**src/shared/msr_pkg.sv**
```systemverilog
// Purpose: Constants and carrier types for the interrupt message and subsystem registers.
// Assumes: Avalon-MM slave with 32-bit data and byte addressing of aligned words.
// Notes:   Overview list below is kept short; details live in the modules.
package msr_pkg;

   // Register byte offsets.
   localparam logic [7:0] MSR_OFF_CAP_CONTROL = 8'hD0;
   localparam logic [7:0] MSR_OFF_ADDR_LOW    = 8'hD4;
   localparam logic [7:0] MSR_OFF_ADDR_HIGH   = 8'hD8;
   localparam logic [7:0] MSR_OFF_MSG_DATA    = 8'hDC;
   localparam logic [7:0] MSR_OFF_SUB_HEADER  = 8'hF0;
   localparam logic [7:0] MSR_OFF_SUB_IDENT   = 8'hF4;

   // Field positions within the capability control word.
   localparam int MSR_POS_NEXT_LINK  = 8;
   localparam int MSR_POS_ENABLE     = 16;
   localparam int MSR_POS_MM_CAPABLE = 17;
   localparam int MSR_POS_MM_GRANTED = 20;
   localparam int MSR_POS_WIDE_ADDR  = 23;

   // Fixed and reset values.
   localparam logic [7:0]  MSR_CAPABILITY_IDENTIFIER_MSI      = 8'h05;
   localparam logic [7:0]  MSR_CAPABILITY_IDENTIFIER_SUBSYS   = 8'h0D;
   localparam logic [7:0]  MSR_RST_NEXT_LINK  = 8'h00;
   localparam logic [2:0]  MSR_MM_CAPABLE_VAL = 3'h0;
   localparam logic [2:0]  MSR_MM_GRANTED_VAL = 3'h0;
   localparam logic        MSR_WIDE_ADDR_VAL  = 1'b1;
   localparam logic [31:0] MSR_RST_WORD       = 32'h0000_0000;
   localparam logic [15:0] MSR_RST_HALF       = 16'h0000;
   localparam logic [31:0] MSR_UNMAPPED_READ  = 32'h0000_0000;

   // Message write request toward the upstream port.
   typedef struct packed {
      logic        valid;    // Request pending.
      logic        wide;     // Use a 64-bit address.
      logic [63:0] addr;     // Doubleword-aligned target address.
      logic [31:0] data;     // Payload word.
   } msr_msg_t;

   // Programmable register contents.
   typedef struct packed {
      logic        enable;        // Message generation enable.
      logic [7:0]  msi_next;      // Loadable next link of interrupt header.
      logic [29:0] addr_low;      // Address bits 31:2.
      logic [31:0] addr_high;     // Upper address.
      logic [15:0] payload;       // Message payload.
      logic [7:0]  sub_next;      // Loadable next link of subsystem header.
      logic [15:0] vendor_code;   // Subsystem vendor code.
      logic [15:0] sub_code;      // Subsystem code.
   } msr_regs_t;

endpackage : msr_pkg

```
**src/hw/msr_msg_gen.sv**
```systemverilog
// Purpose: Builds one interrupt message write from the programmed registers.
// Assumes: Trigger is a one-cycle pulse from logic on the same clock.
// Notes:   A trigger while a request is still pending is merged into it.
`timescale 1ns/1ns

module msr_msg_gen
   import msr_pkg::*;
(
   input  wire logic      clk_i,     // Device clock.
   input  wire logic      rst_i,     // Synchronous reset, active high.
   input  wire msr_regs_t regs_i,    // Current register contents.
   input  wire logic      trig_i,    // Interrupt event pulse.
   input  wire logic      ack_i,     // Upstream accepted the request.
   output msr_msg_t       msg_o      // Registered request.
);

   // All state of the generator.
   typedef struct packed {
      msr_msg_t msg;   // Pending request.
   } msr_gen_state_t;

   msr_gen_state_t st_q;   // Registered state.
   msr_gen_state_t st_d;   // Next state.

   // Next-state logic for the request.
   always_comb begin
      st_d = st_q;
      if (st_q.msg.valid && ack_i) begin
         st_d.msg.valid = 1'b0;
      end
      // Events are dropped while disabled so no stale write leaks out later.
      if (trig_i && regs_i.enable) begin
         st_d.msg.valid = 1'b1;
         st_d.msg.wide  = (regs_i.addr_high != 32'h0000_0000);
         // A zero upper half leaves only the 32-bit lower address.
         st_d.msg.addr  = {regs_i.addr_high, regs_i.addr_low, 2'h0};
         st_d.msg.data  = {16'h0000, regs_i.payload};
      end
      // Withdrawing enable cancels an unaccepted request.
      if (!regs_i.enable) begin
         st_d.msg.valid = 1'b0;
      end
   end

   // State register.
   always_ff @(posedge clk_i) begin
      if (rst_i) begin
         st_q <= '0;
      end else begin
         st_q <= st_d;
      end
   end

   assign msg_o = st_q.msg;

endmodule // msr_msg_gen

```
**src/hw/msr_regs.sv**
```systemverilog
// Purpose: Interrupt message capability and subsystem identity registers.
// Assumes: Avalon-MM slave; each access answers one cycle after it is seen.
// Notes:   Generated message writes leave on the MSG_* ports.
//
// Our own choice: the Avalon-MM slave port.
`timescale 1ns/1ns

module msr_regs
   import msr_pkg::*;
(
   input  wire logic        CLK_I,              // Device clock, 125 MHz.
   input  wire logic        RST_I,              // Synchronous reset, active high.
   input  wire logic [7:0]  AVS_ADDRESS_I,      // Byte address.
   input  wire logic        AVS_READ_I,         // Read request.
   input  wire logic        AVS_WRITE_I,        // Write request.
   input  wire logic [31:0] AVS_WRITEDATA_I,    // Write data.
   input  wire logic [3:0]  AVS_BYTEENABLE_I,   // Byte enables.
   output logic [31:0]      AVS_READDATA_O,     // Read data.
   output logic             AVS_WAITREQUEST_O,  // Stall while high.
   input  wire logic        IRQ_EVENT_I,        // Interrupt event pulse.
   input  wire logic        MSG_ACK_I,          // Upstream took the request.
   output logic             MSG_VALID_O,        // Message write pending.
   output logic             MSG_WIDE_O,         // 64-bit address in use.
   output logic [63:0]      MSG_ADDR_O,         // Message address.
   output logic [31:0]      MSG_DATA_O,         // Message payload.
   output logic             MSI_ENABLE_O        // Enable bit state.
);

   // All state of the register block.
   typedef struct packed {
      msr_regs_t   regs;     // Programmable contents.
      logic        ack;      // Answer cycle of the bus.
      logic [31:0] rdata;    // Registered read data.
      logic        enable;   // Copy of enable for the output.
   } msr_top_state_t;

   msr_top_state_t st_q;   // Registered state.
   msr_top_state_t st_d;   // Next state.
   msr_msg_t       msg;    // Generator output, already registered.

   // Merge write data into a word under the byte enables.
   function automatic logic [31:0] merge(input logic [31:0] old_w,
                                         input logic [31:0] new_w,
                                         input logic [3:0]  be);
      logic [31:0] r;
      r = old_w;
      for (int i = 0; i < 4; i++) begin
         if (be[i]) begin
            r[i*8 +: 8] = new_w[i*8 +: 8];
         end
      end
      return r;
   endfunction

   // Read view of the capability control word.
   function automatic logic [31:0] cap_word(input msr_regs_t r);
      logic [31:0] w;
      w = 32'h0000_0000;   // Reserved bits 31:24 read zero.
      w[7:0] = MSR_CAPABILITY_IDENTIFIER_MSI;
      w[MSR_POS_NEXT_LINK +: 8] = r.msi_next;
      w[MSR_POS_ENABLE] = r.enable;
      w[MSR_POS_MM_CAPABLE +: 3] = MSR_MM_CAPABLE_VAL;
      w[MSR_POS_MM_GRANTED +: 3] = MSR_MM_GRANTED_VAL;
      w[MSR_POS_WIDE_ADDR] = MSR_WIDE_ADDR_VAL;
      return w;
   endfunction

   logic        req;     // Access is being presented.
   logic [31:0] rd_mux;  // Read data for the current address.
   logic [31:0] wmerge;  // Merged write value for the current address.

   // Bus decode, read mux and register update.
   always_comb begin
      st_d   = st_q;
      req    = (AVS_READ_I || AVS_WRITE_I) && !st_q.ack;
      rd_mux = MSR_UNMAPPED_READ;
      wmerge = 32'h0000_0000;
      st_d.ack = req;
      // Address decode; unmapped offsets read zero and ignore writes.
      if (AVS_ADDRESS_I == MSR_OFF_CAP_CONTROL) begin
         rd_mux = cap_word(st_q.regs);
      end else if (AVS_ADDRESS_I == MSR_OFF_ADDR_LOW) begin
         rd_mux = {st_q.regs.addr_low, 2'h0};
      end else if (AVS_ADDRESS_I == MSR_OFF_ADDR_HIGH) begin
         rd_mux = st_q.regs.addr_high;
      end else if (AVS_ADDRESS_I == MSR_OFF_MSG_DATA) begin
         rd_mux = {16'h0000, st_q.regs.payload};
      end else if (AVS_ADDRESS_I == MSR_OFF_SUB_HEADER) begin
         rd_mux = {16'h0000, st_q.regs.sub_next, MSR_CAPABILITY_IDENTIFIER_SUBSYS};
      end else if (AVS_ADDRESS_I == MSR_OFF_SUB_IDENT) begin
         rd_mux = {st_q.regs.sub_code, st_q.regs.vendor_code};
      end
      wmerge = merge(rd_mux, AVS_WRITEDATA_I, AVS_BYTEENABLE_I);
      if (req && AVS_READ_I) begin
         st_d.rdata = rd_mux;
      end
      // Writes land in the request cycle; the answer follows one cycle later.
      if (req && AVS_WRITE_I) begin
         if (AVS_ADDRESS_I == MSR_OFF_CAP_CONTROL) begin
            st_d.regs.msi_next = wmerge[MSR_POS_NEXT_LINK +: 8];
            st_d.regs.enable   = wmerge[MSR_POS_ENABLE];
            // Granted field write is discarded: one message only.
         end else if (AVS_ADDRESS_I == MSR_OFF_ADDR_LOW) begin
            st_d.regs.addr_low = wmerge[31:2];
         end else if (AVS_ADDRESS_I == MSR_OFF_ADDR_HIGH) begin
            st_d.regs.addr_high = wmerge;
         end else if (AVS_ADDRESS_I == MSR_OFF_MSG_DATA) begin
            st_d.regs.payload = wmerge[15:0];
         end else if (AVS_ADDRESS_I == MSR_OFF_SUB_HEADER) begin
            st_d.regs.sub_next = wmerge[15:8];
         end else if (AVS_ADDRESS_I == MSR_OFF_SUB_IDENT) begin
            st_d.regs.vendor_code = wmerge[15:0];
            st_d.regs.sub_code    = wmerge[31:16];
         end
      end
      st_d.enable = st_d.regs.enable;
   end

   // State register; everything clears on reset.
   always_ff @(posedge CLK_I) begin
      if (RST_I) begin
         st_q <= '0;
      end else begin
         st_q <= st_d;
      end
   end

   // Message write builder.
   msr_msg_gen u_gen (
      .clk_i  (CLK_I),
      .rst_i  (RST_I),
      .regs_i (st_q.regs),
      .trig_i (IRQ_EVENT_I),
      .ack_i  (MSG_ACK_I),
      .msg_o  (msg)
   );

   // Outputs come straight from flip-flops.
   assign AVS_READDATA_O    = st_q.rdata;
   assign AVS_WAITREQUEST_O = !st_q.ack;
   assign MSI_ENABLE_O      = st_q.enable;
   assign MSG_VALID_O       = msg.valid;
   assign MSG_WIDE_O        = msg.wide;
   assign MSG_ADDR_O        = msg.addr;
   assign MSG_DATA_O        = msg.data;

endmodule // msr_regs

```
**config.mk**
```make
export PLATFORM = sky130hd
export DESIGN_NAME = msr_regs
export DESIGN_NICKNAME = d
export VERILOG_FILES = /design/src/shared/msr_pkg.sv /design/src/hw/msr_msg_gen.sv /design/src/hw/msr_regs.sv
export SDC_FILE = /design/constraint.sdc
export NUM_CORES = 1
export LEC_CHECK = 0
export BUFFER_PORTS_ARGS = -buffer_cell sky130_fd_sc_hd__buf_2
export CORE_MARGIN = 2
export CORE_UTILIZATION = 30
export CTS_CLUSTER_DIAMETER = 100
export DETAILED_ROUTE_END_ITERATION = 8
export GPL_ROUTABILITY_DRIVEN = 1
export GPL_TIMING_DRIVEN = 1
export PLACE_DENSITY = 0.51
export SETUP_SLACK_MARGIN = 0.4
export SLEW_MARGIN = 20
export SYNTH_ARGS = -nofsm -noshare
export SYNTH_HDL_FRONTEND = slang
export SYNTH_SLANG_ARGS = --single-unit
export TNS_END_PERCENT = 30
```
**constraint.sdc**
```tcl
create_clock -name CLK_I -period 4.4 [get_ports CLK_I]
set_clock_uncertainty 0.15 [all_clocks]
set_input_delay 0.22 -clock CLK_I [delete_from_list [all_inputs] [get_ports CLK_I]]
set_output_delay 0.22 -clock CLK_I [all_outputs]
set_load 0.005 [all_outputs]
```
After elaboration in Yosys (flattened, before gate mapping). Index checks and enable logic that the tools add are counted.

Register bits: 240. Input port bits: 50. Output and inout bits: 132.

Equal/unequal tests: 6. Multiplexer cells: 24. Bitwise logic cells: 6. Reductions and logical operators: 16.

Operators by type and width (count): 2-to-1 mux 32 bit (9); 2-to-1 mux 127 bit (1); 2-to-1 mux 118 bit (1); 2-to-1 mux 98 bit (1); 2-to-1 mux 88 bit (1); 2-to-1 mux 56 bit (1); equality test 8 bit (second input constant) (6); 2-to-1 mux 40 bit (1); 2-to-1 mux 8 bit (5); nonzero test 32 bit (1); 2-to-1 mux 30 bit (1); 2-to-1 mux 16 bit (1); 2-to-1 mux 9 bit (1); AND reduction 7 bit (1); inverter 1 bit (6); AND reduction 6 bit (1); logical AND 1 bit (5); AND reduction 5 bit (1); AND reduction 4 bit (1); AND reduction 3 bit (1); AND reduction 2 bit (1); nonzero test 2 bit (1); OR reduction 2 bit (1); zero test 1 bit (1); other kinds (2) (2).

Logic depth before layout (Yosys ltp).
Depth in word-level cells: 15. Depth in mapped cells: 8.

Cells and area by module. Synthesis repeated with hierarchy kept, for this count alone.

Cells, all modules: 1275. Area, all modules: 10654.0 um^2.

Modules (own cells, without submodules): msr_regs (times used 1, cells each 898, area an instance 7643.6 um^2); msr_msg_gen (times used 1, cells each 377, area an instance 3010.4 um^2).

Least setup slack after synthesis. No wires, ideal clock.

Path type: register to register. Start: register st_q[33] in the netlist's numbering. End: register st_q[34] in the netlist's numbering. Data arrival time: 1.606 ns. Required time: 4.154 ns. Setup slack: 2.548 ns. Cell stages (with the launch flop): 8. Clock period less this slack: 1.852 ns. Path through: dfxtp_1 nor2b_1 clkbuf_1 nand2_1 or3_1 buf_2 buf_6 o41ai_2.

Word-level cells in the longest chain between the ends: 4.

RTL lines: start, declared (line msr_regs.sv:37) `msr_top_state_t st_q;`; start signal, assigned (line msr_regs.sv:124) `st_q <= st_d;`; zero test 1 bit (line msr_regs.sv:75) `req = (AVS_READ_I || AVS_WRITE_I) && !st_q.ack;`; logical AND 1 bit (line msr_regs.sv:75); logical AND 1 bit (line msr_regs.sv:98) `if (req && AVS_WRITE_I) begin`; AND reduction 7 bit (no line).

No other way between the ends. A chain may end at the register's enable or synchronous reset.

Worst setup path after layout.
Start: input AVS_ADDRESS_I[5]. End: register st_q[126] in the netlist's numbering.

Word-level cells in the longest chain between the ends: 8. Elaborated cells on any way between the ends: 15. Those cells by class: eq/ne: 6; mux: 7; bitwise: 1; reduce/logical: 1.

RTL lines: start, declared (line msr_regs.sv:13) `input wire logic [7:0] AVS_ADDRESS_I,`; equality test 8 bit (line msr_regs.sv:90) `end else if (AVS_ADDRESS_I == MSR_OFF_SUB_IDENT) begin`; 2-to-1 mux 32 bit (line msr_regs.sv:90); 2-to-1 mux 32 bit (line msr_regs.sv:88) `end else if (AVS_ADDRESS_I == MSR_OFF_SUB_HEADER) begin`; 2-to-1 mux 32 bit (line msr_regs.sv:86) `end else if (AVS_ADDRESS_I == MSR_OFF_MSG_DATA) begin`; 2-to-1 mux 32 bit (line msr_regs.sv:84) `end else if (AVS_ADDRESS_I == MSR_OFF_ADDR_HIGH) begin`; 2-to-1 mux 32 bit (line msr_regs.sv:82) `end else if (AVS_ADDRESS_I == MSR_OFF_ADDR_LOW) begin`; 2-to-1 mux 32 bit (line msr_regs.sv:80) `if (AVS_ADDRESS_I == MSR_OFF_CAP_CONTROL) begin`; 2-to-1 mux 8 bit (line msr_regs.sv:48) `if (be[i]) begin`.

Several ways; a longest one is shown, not always the timed one.

==> metrics <==
fin area=12400 um^2; Residual DRC=0; CTS buffer count=26; CP top delay family=simple AND/OR/NAND/NOR gates; Post-CTS Resized=0; Critical-path top delay cell=nor4_2; FF+latch area=~4800 um^2; Clock Path Buffers=3; RD Place Congestion=about 0.81; H-tree Lvls=1; Layout area overhead=17.4%; hold path startpoint=AVS_WRITEDATA_I[26]; Post-synth EDFFs=0; final setup fails=0; worst path required time=4.72 ns; sequential-to-total area share from yosys stat=0.456; flops & latches, synth=240; cell depth of the worst hold path=3; root buffer selected by CTS=clkbuf_16; fmax=321 MHz; Final ANT Viol Nets=0; Final nets=around 1400; top cells by area, synth=dfxtp_1, nand2_1, a21oi_1, nor2_1, a211oi_1; share of layout cells above drive strength 1=0.172; TritonCTS clock tree=built; Core Region=around 35000 um^2; top cell type's share of synthesized area=0.456; Startpoint Class=input pin; Die Width=between 150 and 200 um; io pins=roughly 180; status=finished, final reports clean; setup_tns=0 ns; Final Hold Fails=0; Initial Util=0.305; HP Class=in2reg; Cell Rows=68; reg2reg start=st_q[33]$_SDFF_PP0_; max incr delay on CP=0.95 ns; Vias/cell=about 5.2; Area after DPL=about 11000 um^2; Syn Inst Count=1284; DR pass1 iterations=7; Final Cycle Share=0.707; dpl ws=approximately 1.4 ns; WP buf/inv=3; fin crit period=3.11 ns; first-pass GRT wire length=roughly 55 mm; area leader, netlist=dfxtp_1; peak supply drop=between 200 and 300 uV; unrepaired setup endpoints after global routing=no; R2R setup slack=around 1.4 ns; Final Max Tran Viols=0; relative slew slack=0.284; most common cell in the netlist=dfxtp_1; fill cell count=around 3700; Sink Count=240; WS Path Type=in2reg; Worst Tran Pin Value=between 1 and 1.5 ns; Yosys warnings=0; Vias=9625; Static Leak=4.68 nW; largest net degree at the start of global routing=84; Main synth FF type=dfxtp_1; pwr dens=about 370 nW/um^2; DPL Wire Length=between 20 and 25 mm; multi-input gate area in the final layout=just under 5000 um^2; Synth Area per Inst=8.21 um^2; I/O Buffers=roughly 160; Worst Path Arrival=3.44 ns; most common library cells after synthesis=dfxtp_1, nand2_1, a21oi_1; fraction of registers with async set or reset after synthesis=0; total grt overflow=0; WL per Instance=19.6 um; number of max-cap violations=0; Reg clk slew, reported paths=approximately 0.06 ns; DIE HEIGHT=approximately 190 um; Tot Pwr=4.61 mW; CP Max Fanout=22; hold path endpoint=st_q[116]$_SDFFE_PP0P_; GRT Util Overall=0.193; DRT iter0 DRCs=approximately 650; Routed Wire Length=approximately 36 mm; Mapped Area=about 11000 um^2; terminus of the critical flop-to-flop path=st_q[126]$_SDFFE_PP0P_; die area=approximately 37000 um^2; clock latency at the later pin of the worst-skew pair=0.53 ns; most used cell along the critical path=dlygate4sd3_1; worst r2r path cells=6; initial antenna violation count=2; CP cell instances=buf_2, nand4b_2, nor4_2, nand3_1, dlygate4sd3_1, a21oi_1, dlygate4sd3_1; Crit. End Element=flop; fin worst setup slack=1.29 ns; vias in the first global route=slightly above 9000; post-synthesis cell type count=between 60 and 70
==> placed cells by master (no fill, tap or decap), types with 6 or more instances in the layout <==
cell           Yosys  final
conb_1             1     18
clkbuf_16          0     27
nand2_1          204    203
a211oi_1          59     59
nor3_1            60     59
a2111o_1           6      6
clkbuf_1          58      9
inv_1              7      7
and3_1            13     13
o21ai_0           68     68
nand3_1           33     33
buf_2             31    162
nor2_1           120    120
mux2i_1           29     29
buf_4             59     17
clkbuf_8           0      6
a31oi_1           16     16
o21a_1             6      6
a211o_1            7      7
o22ai_1            7      7
a32o_1             9      9
dfxtp_1          240    240
nor4_1            10      9
and2_1            13     12
dlygate4sd3_1      0     26
a21oi_1          122    122
==> logic make-up after synthesis <==
group / Yosys count / synth area share
flip-flops: 240 / 0.456
AO/OA/AOI/OAI: 352 / 0.217
buffers and inverters: 167 / 0.0855
other: 1 / 0.000356
AND/OR/NAND/NOR: 493 / 0.212
multiplexers: 31 / 0.0297
==> through the flow <==
| stage | util | hold slack, ns | std cells |
|---|---|---|---|
| 2_1_floorplan | - | 0.187 | 1301 |
| 3_3_place_gp | 0.327 | 0.288 | 1778 |
| 3_5_place_dp | 0.327 | 0.292 | 1778 |
| 4_1_cts | 0.358 | 0.00106 | 1847 |
| 5_1_grt | 0.358 | 0.0272 | 1847 |
| 6_report | 0.358 | 0.0237 | 1849 |
==> power by group <==
group / internal (mW) / leakage [nW] / switching, mW
sequential: 2.18 / 1.93 / 0.00766
clock: 1.27 / 0.401 / 0.879
combinational: 0.0792 / 2.35 / 0.191
==> area by class of cell <==
| class | instances | share of cell area |
|---|---|---|
| Clock buffer | 42 | 0.0640 |
| Multi-Input combinational cell | 894 | 0.397 |
| Inverter | 8 | 0.00243 |
| Tap cell | 455 | 0.0460 |
| Antenna cell | 2 | 0.000404 |
| Clock inverter | 1 | 0.00243 |
| Timing Repair Buffer | 207 | 0.0993 |
| Sequential cell | 240 | 0.388 |
==> timing repair <==
action,in CTS,in global routing
buffers inserted,0,0
endpoints found under the hold margin,43,0
endpoints found under the setup margin,0,0
hold buffers,26,0
==> worst min-delay path: stages <==
cell and delay (ns):
buf_2 0.08, mux2i_1 0.11, a211oi_1 0.24
==> flip-flops by register name, summed over array words and instances (netlist names) <==
signal,count
u_gen.msg_o,80
MSI_ENABLE_O,1
AVS_READDATA_O,32
st_q,127
==> worst max-delay path by stage <==
| stage | depth (start not counted) | from | slack, ns | endpoint |
|---|---|---|---|---|
| finish | 7 | AVS_ADDRESS_I[5] | 1.29 | st_q[126]$_SDFFE_PP0P_ |
| global placement | 7 | AVS_ADDRESS_I[5] | 1.49 | st_q[109]$_SDFFE_PP0P_ |
| detailed placement | 6 | AVS_ADDRESS_I[5] | 1.38 | st_q[128]$_SDFFE_PP0P_ |
| CTS | 7 | AVS_ADDRESS_I[5] | 1.37 | st_q[127]$_SDFFE_PP0P_ |
| global route | 7 | AVS_ADDRESS_I[5] | 1.10 | st_q[126]$_SDFFE_PP0P_ |
| floorplan | 7 | st_q[33]$_SDFF_PP0_ | 2.55 | st_q[34]$_SDFFE_PP0P_ |
==> per-layer routing <==
metal  wire length [um]  vias to the layer above  part of all wire  global-route usage
met5                  0                        -                 0                   0
met4                958                        0             0.026              0.0609
met3               1940                       57             0.054              0.0314
met2              15900                      306              0.44               0.301
met1              17500                     4588              0.48               0.270
li1                   -                     4674                 -                   -
Note: power is estimated with default switching activity, not from simulation.
